[src/design/fsw_consts.vh]
// Constants for the fail-safe supervision unit
`ifndef FSW_CONSTS_VH
`define FSW_CONSTS_VH

// Supervision counter layout
`define FSW_CNT_W 15
`define FSW_RELOAD_W 7
`define FSW_LOW_CLR_W 8
`define FSW_CNT_MAX 15'h7FFF

// Prescaler chain: base divide, fixed divide-by-two, selectable divide-by-16
`define FSW_BASE_DIV 6
`define FSW_DIV2 2
`define FSW_DIV16 16

// Rate select encoding
`define FSW_RATE_DIV12 1'b0
`define FSW_RATE_DIV192 1'b1

// Clock rate and oscillator monitor timing
`define FSW_CLK_MHZ 250
`define FSW_FINAL_DELAY_US 1000
`define FSW_FINAL_DELAY_CYC (`FSW_FINAL_DELAY_US * `FSW_CLK_MHZ)
`define FSW_MON_WINDOW 16
`define FSW_MON_CNT_W 8

// Length of the internal reset pulse after a supervision overflow
`define FSW_RST_HOLD_CYC 16

`endif

[src/design/fsw_osc_monitor.v]
// Oscillator monitor: compares on-chip and RC oscillator, holds reset on failure
`default_nettype none
`include "fsw_consts.vh"

module fsw_osc_monitor #(
  parameter FINAL_CYC = `FSW_FINAL_DELAY_CYC,
  parameter WINDOW = `FSW_MON_WINDOW
) (
  input wire clk_i,
  input wire sys_rst_i,
  input wire osc_clk_i,
  input wire rc_clk_i,
  output reg clk_sel_rc_o,
  output reg osc_reset_o,
  output reg osc_good_o
);
  localparam [2:0] S_HOLD = 3'h1;
  localparam [2:0] S_SETTLE = 3'h2;
  localparam [2:0] S_RUN = 3'h4;
  localparam integer WIN_I = WINDOW;
  localparam [`FSW_MON_CNT_W-1:0] WIN = WIN_I[`FSW_MON_CNT_W-1:0];

  reg [2:0] osc_sync;
  reg [2:0] rc_sync;
  reg [`FSW_MON_CNT_W-1:0] osc_cnt;
  reg [`FSW_MON_CNT_W-1:0] rc_cnt;
  reg [2:0] state;
  reg [2:0] next_state;
  reg [31:0] settle_cnt;
  reg win_done;
  reg win_fast;

  wire osc_rise = osc_sync[1] & ~osc_sync[2];
  wire rc_rise = rc_sync[1] & ~rc_sync[2];

  // Bit 0 feeds only bit 1; edges are taken from bits 1 and 2
  always @(posedge clk_i) begin
    if (sys_rst_i) begin
      osc_sync <= 3'h0;
      rc_sync <= 3'h0;
    end else begin
      osc_sync <= {osc_sync[1:0], osc_clk_i};
      rc_sync <= {rc_sync[1:0], rc_clk_i};
    end
  end

  // Count on-chip edges over a window of RC edges; never gated off
  always @(posedge clk_i) begin
    if (sys_rst_i) begin
      osc_cnt <= {`FSW_MON_CNT_W{1'b0}};
      rc_cnt <= {`FSW_MON_CNT_W{1'b0}};
      win_done <= 1'b0;
      win_fast <= 1'b0;
    end else begin
      win_done <= 1'b0;
      if (rc_rise && rc_cnt == WIN - 8'h01) begin
        win_done <= 1'b1;
        win_fast <= (osc_cnt + {7'h00, osc_rise}) > WIN;
        rc_cnt <= {`FSW_MON_CNT_W{1'b0}};
        osc_cnt <= {`FSW_MON_CNT_W{1'b0}};
      end else begin
        if (rc_rise)
          rc_cnt <= rc_cnt + 8'h01;
        if (osc_rise && osc_cnt != 8'hFF)
          osc_cnt <= osc_cnt + 8'h01;
      end
    end
  end

  always @* begin
    next_state = state;
    case (state)
      S_HOLD: begin
        if (win_done && win_fast)
          next_state = S_SETTLE;
      end
      S_SETTLE: begin
        if (win_done && !win_fast)
          next_state = S_HOLD;
        else if (settle_cnt >= FINAL_CYC - 1)
          next_state = S_RUN;
      end
      S_RUN: begin
        if (win_done && !win_fast)
          next_state = S_HOLD;
      end
      default: next_state = S_HOLD;
    endcase
  end

  // Power-on starts in hold, clocked from RC until the oscillator is proven
  always @(posedge clk_i) begin
    if (sys_rst_i) begin
      state <= S_HOLD;
      settle_cnt <= 32'h0;
      clk_sel_rc_o <= 1'b1;
      osc_reset_o <= 1'b1;
      osc_good_o <= 1'b0;
    end else begin
      state <= next_state;
      settle_cnt <= (next_state == S_SETTLE && state == S_SETTLE) ?
                    settle_cnt + 32'h1 : 32'h0;
      clk_sel_rc_o <= (next_state != S_RUN);
      osc_reset_o <= (next_state != S_RUN);
      osc_good_o <= (next_state != S_HOLD);
    end
  end
endmodule
`default_nettype wire

[src/design/fsw_top.v]
// Fail-safe supervision unit: software supervision counter and oscillator monitor
// How it works
// - 15-bit up-counter, one step per tick
// - Ticks via divide-by-two then selectable divide-by-16
// - Software picks clock/12 or clock/192 rate
// - Software programs period via upper seven bits
// - Period 192 us to 393.2 ms at 16 MHz
// - Start bit starts counter; only a reset stops it
// - Overflow without refresh forces internal reset
// - Refresh loads reload value into upper bits
// - Refresh only on arm then start, back-to-back
// - Flag tells overflow reset from external reset
// - Counter frozen in idle and power-down
// - Slow oscillator: switch to RC, hold reset
// - Oscillator recovered: about 1 ms, then release
// - RC clock drives reset sequence after power-on
// - Oscillator monitor always on, no disable
`default_nettype none
`include "fsw_consts.vh"

module fsw_top #(
  parameter FINAL_CYC = `FSW_FINAL_DELAY_CYC,
  parameter MON_WINDOW = `FSW_MON_WINDOW,
  parameter BASE_DIV = `FSW_BASE_DIV,
  parameter RST_HOLD_CYC = `FSW_RST_HOLD_CYC
) (
  input wire clk_i,
  input wire sys_rst_i,
  input wire ext_rst_n_i,
  input wire osc_clk_i,
  input wire rc_clk_i,
  input wire instr_end_i,
  input wire refresh_arm_bit_i,
  input wire supervisor_start_bit_i,
  input wire [`FSW_RELOAD_W-1:0] supervisor_reload_value_i,
  input wire rate_sel_i,
  input wire idle_mode_i,
  input wire power_down_i,
  output reg [`FSW_CNT_W-1:0] sup_count_o,
  output reg sup_running_o,
  output reg sup_reset_o,
  output reg supervisor_reset_cause_flag_o,
  output reg refresh_ok_o,
  output wire clk_sel_rc_o,
  output wire osc_reset_o,
  output wire osc_good_o
);
  localparam integer BASE_LAST_I = BASE_DIV - 1;
  localparam integer DIV16_LAST_I = `FSW_DIV16 - 1;
  localparam integer HOLD_LAST_I = RST_HOLD_CYC - 1;
  localparam [3:0] BASE_LAST = BASE_LAST_I[3:0];
  localparam [4:0] DIV16_LAST = DIV16_LAST_I[4:0];
  localparam [4:0] HOLD_LAST = HOLD_LAST_I[4:0];

  reg [1:0] ext_rst_sync;
  reg [3:0] base_cnt;
  reg div2_ph;
  reg [4:0] div16_cnt;
  reg tick;
  reg armed;
  reg armed_now;
  reg [4:0] hold_cnt;

  wire frozen = idle_mode_i | power_down_i;
  wire ext_rst_active = ~ext_rst_sync[1];
  wire refresh = supervisor_start_bit_i & armed;
  // A refresh landing on the last count still counts as in time
  wire overflow = sup_running_o & tick & ~frozen & ~refresh &
                  (sup_count_o == `FSW_CNT_MAX);
  wire int_reset = sup_reset_o | osc_reset_o | ext_rst_active;

  // External reset pin is asynchronous to clk_i
  always @(posedge clk_i) begin
    if (sys_rst_i)
      ext_rst_sync <= 2'h3;
    else
      ext_rst_sync <= {ext_rst_sync[0], ext_rst_n_i};
  end

  // Base divide, then /2, then optional /16: clock/12 or clock/192
  always @(posedge clk_i) begin
    if (sys_rst_i) begin
      base_cnt <= 4'h0;
      div2_ph <= 1'b0;
      div16_cnt <= 5'h00;
      tick <= 1'b0;
    end else begin
      tick <= 1'b0;
      if (!frozen) begin
        if (base_cnt == BASE_LAST) begin
          base_cnt <= 4'h0;
          div2_ph <= ~div2_ph;
          if (div2_ph) begin
            if (rate_sel_i == `FSW_RATE_DIV12) begin
              tick <= 1'b1;
            end else if (div16_cnt == DIV16_LAST) begin
              div16_cnt <= 5'h00;
              tick <= 1'b1;
            end else begin
              div16_cnt <= div16_cnt + 5'h01;
            end
          end
        end else begin
          base_cnt <= base_cnt + 4'h1;
        end
      end
    end
  end

  // Arm survives exactly to the end of the following instruction
  always @(posedge clk_i) begin
    if (sys_rst_i || int_reset) begin
      armed <= 1'b0;
      armed_now <= 1'b0;
    end else if (refresh_arm_bit_i) begin
      armed <= 1'b1;
      armed_now <= instr_end_i ? 1'b0 : 1'b1;
    end else if (refresh) begin
      armed <= 1'b0;
      armed_now <= 1'b0;
    end else if (instr_end_i) begin
      if (armed_now)
        armed_now <= 1'b0;
      else
        armed <= 1'b0;
    end
  end

  // Counter: starts once, cannot be stopped except by a reset
  always @(posedge clk_i) begin
    if (sys_rst_i || int_reset) begin
      sup_running_o <= 1'b0;
      sup_count_o <= {`FSW_CNT_W{1'b0}};
      refresh_ok_o <= 1'b0;
    end else begin
      refresh_ok_o <= refresh;
      if (supervisor_start_bit_i)
        sup_running_o <= 1'b1;
      if (refresh) begin
        sup_count_o <= {supervisor_reload_value_i,
                        {`FSW_LOW_CLR_W{1'b0}}};
      end else if (sup_running_o && tick && !frozen) begin
        sup_count_o <= sup_count_o + 15'h0001;
      end
    end
  end

  // Internal reset pulse after overflow; held long enough to clear the core
  always @(posedge clk_i) begin
    if (sys_rst_i) begin
      sup_reset_o <= 1'b0;
      hold_cnt <= 5'h00;
    end else if (overflow) begin
      sup_reset_o <= 1'b1;
      hold_cnt <= 5'h00;
    end else if (sup_reset_o) begin
      if (hold_cnt == HOLD_LAST)
        sup_reset_o <= 1'b0;
      else
        hold_cnt <= hold_cnt + 5'h01;
    end
  end

  // Cause flag: overflow sets, external reset clears; set wins
  always @(posedge clk_i) begin
    if (sys_rst_i)
      supervisor_reset_cause_flag_o <= 1'b0;
    else if (overflow)
      supervisor_reset_cause_flag_o <= 1'b1;
    else if (ext_rst_active)
      supervisor_reset_cause_flag_o <= 1'b0;
  end

  // No enable input exists: the monitor cannot be switched off
  fsw_osc_monitor #(
    .FINAL_CYC(FINAL_CYC),
    .WINDOW(MON_WINDOW)
  ) u_osc_monitor (
    .clk_i(clk_i),
    .sys_rst_i(sys_rst_i),
    .osc_clk_i(osc_clk_i),
    .rc_clk_i(rc_clk_i),
    .clk_sel_rc_o(clk_sel_rc_o),
    .osc_reset_o(osc_reset_o),
    .osc_good_o(osc_good_o)
  );
endmodule
`default_nettype wire

[config.mk]
export PLATFORM = sky130hd
export DESIGN_NAME = fsw_top
export DESIGN_NICKNAME = d
export VERILOG_FILES = /design/src/design/fsw_osc_monitor.v /design/src/design/fsw_top.v
export VERILOG_INCLUDE_DIRS = /design/src /design/src/design
export SDC_FILE = /design/constraint.sdc
export NUM_CORES = 1
export LEC_CHECK = 0
export BUFFER_PORTS_ARGS = -buffer_cell sky130_fd_sc_hd__buf_2
export CORE_MARGIN = 2
export CORE_UTILIZATION = 25
export DETAILED_ROUTE_END_ITERATION = 6
export PLACE_DENSITY = 0.46
export REMOVE_ABC_BUFFERS = 1
export SLEW_MARGIN = 20
export SYNTH_ARGS = -nofsm -noshare
export SYNTH_HDL_FRONTEND = slang
export SYNTH_HIERARCHICAL = 1
export SYNTH_SLANG_ARGS = --single-unit
export TNS_END_PERCENT = 5
[constraint.sdc]
create_clock -name clk_i -period 3.7 [get_ports clk_i]
set_input_delay 0.185 -clock clk_i [delete_from_list [all_inputs] [get_ports clk_i]]
set_output_delay 0.185 -clock clk_i [all_outputs]
set_load 0.1 [all_outputs]
==> results.cfg <==
[routing]
vias_per_cell = 4.267
wl_per_cell_um = 11.14
totalWireLength_um = 7919
drt-initial-drc-count = 151
num_vias = 3034
post-route-drc-count = 0
final_antenna_net_count = 0
dr.pass1.iters = 4

[clocking]
cts_made_buffers = 9
clockBufferDepth = 2
hold_buffers = 0
post-cts-setup-buffers = 0
clock_sink_count = 100
clkTransAtPathRegs_ps = 70
tritoncts = done
root_buffer = clkbuf_16
clkLatencyLatePin_ps = 340
cts_resized = 0
h-tree-depth = 3

[placed_design]
portBuffers = 39
place_ws_ps = 1483
globalplace.congestion = 0.7559
hpwl_um = 5707

[worst_hold_path]
holdCritPathClass = in -> reg

[setup_path]
path_cells = nand4bb_1, or4_4, o41ai_2, a211oi_1
reg2reg_to = hold_cnt[4]
r2r-start = sup_running_o
cp_max_fo = 10
cp-start-kind = flip-flop
reg2regPathDepth = 4
worst-setup-path-type = reg -> reg
cp.required_ps = 3910
slowest_delay_ps = 660
endpoint = hold_cnt[4]
startpoint = sup_running_o
critPathSlowestCell = or4_4
arrival_ps = 2380
end_kind = flip-flop
r2r_slack_ps = 1520

[synth]
synth_top_area_cell = dfxtp_1
synth.avg_cell_area_um2 = 9.356
yosysUniqueCellTypes = 55
synth_edf_count = 0
syn_inst = 440
syn_area_um2 = 4116
yosysWarnings = 6
yosysSeqAreaShare_pct = 48.63
synth_top_area_share_pct = 48.63
ys_ff_latch = 100
synthTopCellsByCount = dfxtp_1 (100), nor2_1 (65), nand2_1 (28), xnor2_1 (27), nand3_1 (23)
synth.area.top_cells = dfxtp_1 (49%), nor2_1 (5.9%), xnor2_1 (5.7%)
synth.most_common_cell = dfxtp_1
synthArstFlopShare_pct = 0
synth_ff_type = dfxtp_1

[cells_and_area]
multi_input_area_um2 = 2042
drive_above_1_share_pct = 14.75
nNetsFinal = 517
insertedDiodeCount = 0
regArea_um2 = 2002
area_growth_syn_to_layout_pct = 18.05
fill_cells = 1693

[die]
die_h_um = 132.3
die_x_um = 132.3
start_util_pct = 25.73
rows = 46
die_area_um2 = 17510
fp.coreArea_um2 = 16000
io_pins = 40

[sta]
finClkSkew_ps = 8.876
period_minus_slack_ps = 2178
rsz0062_at_grt = no
final.setup.tns_ps = 0
max_slew_margin_pct = 49.05
hold_ws_ps = 25.09
fmax_mhz = 459.2
hold_viol_final = 0
finalWorstSetupSlack_ps = 1522
tightestPinTransition_ps = 754.0
slew_violations = 0
setup_violations = 0
period_share_pct = 58.85

[global_route]
grt_remaining_overflow = 0
grt_pass1_vias = 2811
grt_usage_pct = 9.597
grt_pass1_wl_um = 13530
grt_max_degree = 30
antenna_found_initial = 0

[status]
status = finished clean

[pwr]
p_sw_share_pct = 21.68
p_switching_uw = 451.1
ir_drop_v = 0.0002084
internal-power_mw = 1.629
total_leakage_power_nw = 1.724
p_comb_share_pct = 3.6
clkPwrFrac_pct = 43.3
seq_power_share_pct = 53.0
power_per_cell_area_nw_per_um2 = 428.1

[flow_run]
maxCapViolCount = 0
==> layout make-up <==
cell class                      instances  share of cell area, %
Clock inverter                          3                 0.4119
Inverter                               14                  1.081
Sequential cell                       100                  41.19
Tap cell                              216                  5.561
Multi-Input combinational cell        325                  42.02
Timing Repair Buffer                   40                  4.171
Clock buffer                           13                  5.561
==> registers in the layout, indices dropped and copies added (netlist names), 2 cells and up <==
signal                    cells
sup_count_o                  15
u_osc_monitor/state           3
u_osc_monitor/rc_sync         3
u_osc_monitor/osc_sync        3
hold_cnt                      5
base_cnt                      4
u_osc_monitor/osc_cnt         8
u_osc_monitor/settle_cnt     32
div16_cnt                     5
ext_rst_sync                  2
u_osc_monitor/rc_cnt          8
==> worst min-delay path by stage <==
stage / from / endpoint / slack [ps] / cells after the start
3_3_place_gp: instr_end_i / armed_now / 370 / 2
4_1_cts: instr_end_i / armed_now / 10 / 2
3_5_place_dp: instr_end_i / armed_now / 380 / 2
2_1_floorplan: sys_rst_i / sup_reset_o / 250 / 1
6_report: instr_end_i / armed_now / 30 / 2
5_1_grt: instr_end_i / armed_now / 30 / 2
==> logic make-up after synthesis <==
kind of cell / synth area share [%]
flops: 48.63
fa+ha+maj: 2.736
mux: 1.216
simple gates: 25.26
compound gates: 8.906
buf+inv: 2.948
other cells: 0.09110
xor+xnor: 10.21
==> power by group through the flow <==
stage	combinational (mW)	clock (mW)	sequential [mW]
finish	0.0758	0.902	1.10
global route	0.0834	0.987	1.10
CTS	0.0767	0.945	1.10
detailed placement	0.0762	0	1.13
global placement	0.0760	0	1.13
floorplan	0.0313	0	1.14
==> per-stage QoR <==
| stage | area [um^2] | utilization [%] | std cells | power, mW |
|---|---|---|---|---|
| 6_report | 4860 | 30.37 | 711 | 2.080 |
| 5_1_grt | 4860 | 30.37 | 711 | 2.175 |
| 4_1_cts | 4860 | 30.37 | 711 | 2.124 |
| 3_5_place_dp | 4569 | 28.56 | 695 | 1.204 |
| 3_3_place_gp | 4569 | 28.56 | 695 | 1.203 |
| 2_1_floorplan | 4096 | - | 439 | 1.176 |
==> layer usage <==
layer	GRT usage (%)	part of all wire [%]	up-vias
met5	0	0	-
met1	12.60	51	1364
met3	2.537	4.2	11
li1	-	-	1603
met4	5.018	2.2	0
met2	14.42	43	56
==> layout by cell type (no fill, tap or decap), drive strengths merged, types with 2 or more instances in the layout <==
| cell | Yosys | final |
|---|---|---|
| nand2b | 3 | 3 |
| or4 | 4 | 4 |
| and4 | 2 | 2 |
| buf | 7 | 40 |
| or2 | 4 | 4 |
| nor4b | 3 | 3 |
| mux2i | 5 | 5 |
| nand2 | 28 | 28 |
| conb | 1 | 14 |
| nor3b | 3 | 3 |
| xnor2 | 27 | 27 |
| and3 | 7 | 7 |
| nor2b | 10 | 10 |
| clkinvlp | 0 | 2 |
| nand3b | 3 | 3 |
| a311oi | 2 | 2 |
| clkbuf | 7 | 13 |
| nor2 | 65 | 65 |
| xor2 | 21 | 21 |
| and4b | 2 | 2 |
| a31oi | 8 | 8 |
| nand4 | 7 | 7 |
| a21oi | 18 | 18 |
| and2 | 4 | 4 |
| dfxtp | 100 | 100 |
| nor4 | 10 | 10 |
| o41ai | 2 | 2 |
| nand3 | 23 | 23 |
| inv | 14 | 14 |
| or3 | 6 | 6 |
| nor3 | 9 | 9 |
| ha | 9 | 9 |
| o21ai | 11 | 11 |
| o31ai | 3 | 3 |
==> critical path: cells and delay by family (launching register included) <==
kind               cells  cell delay (ps)
AOI/OAI and AO/OA      2              640
and+or+nand+nor        2             1010
DFF                    1              380
Note: power is estimated with default switching activity, not from simulation.
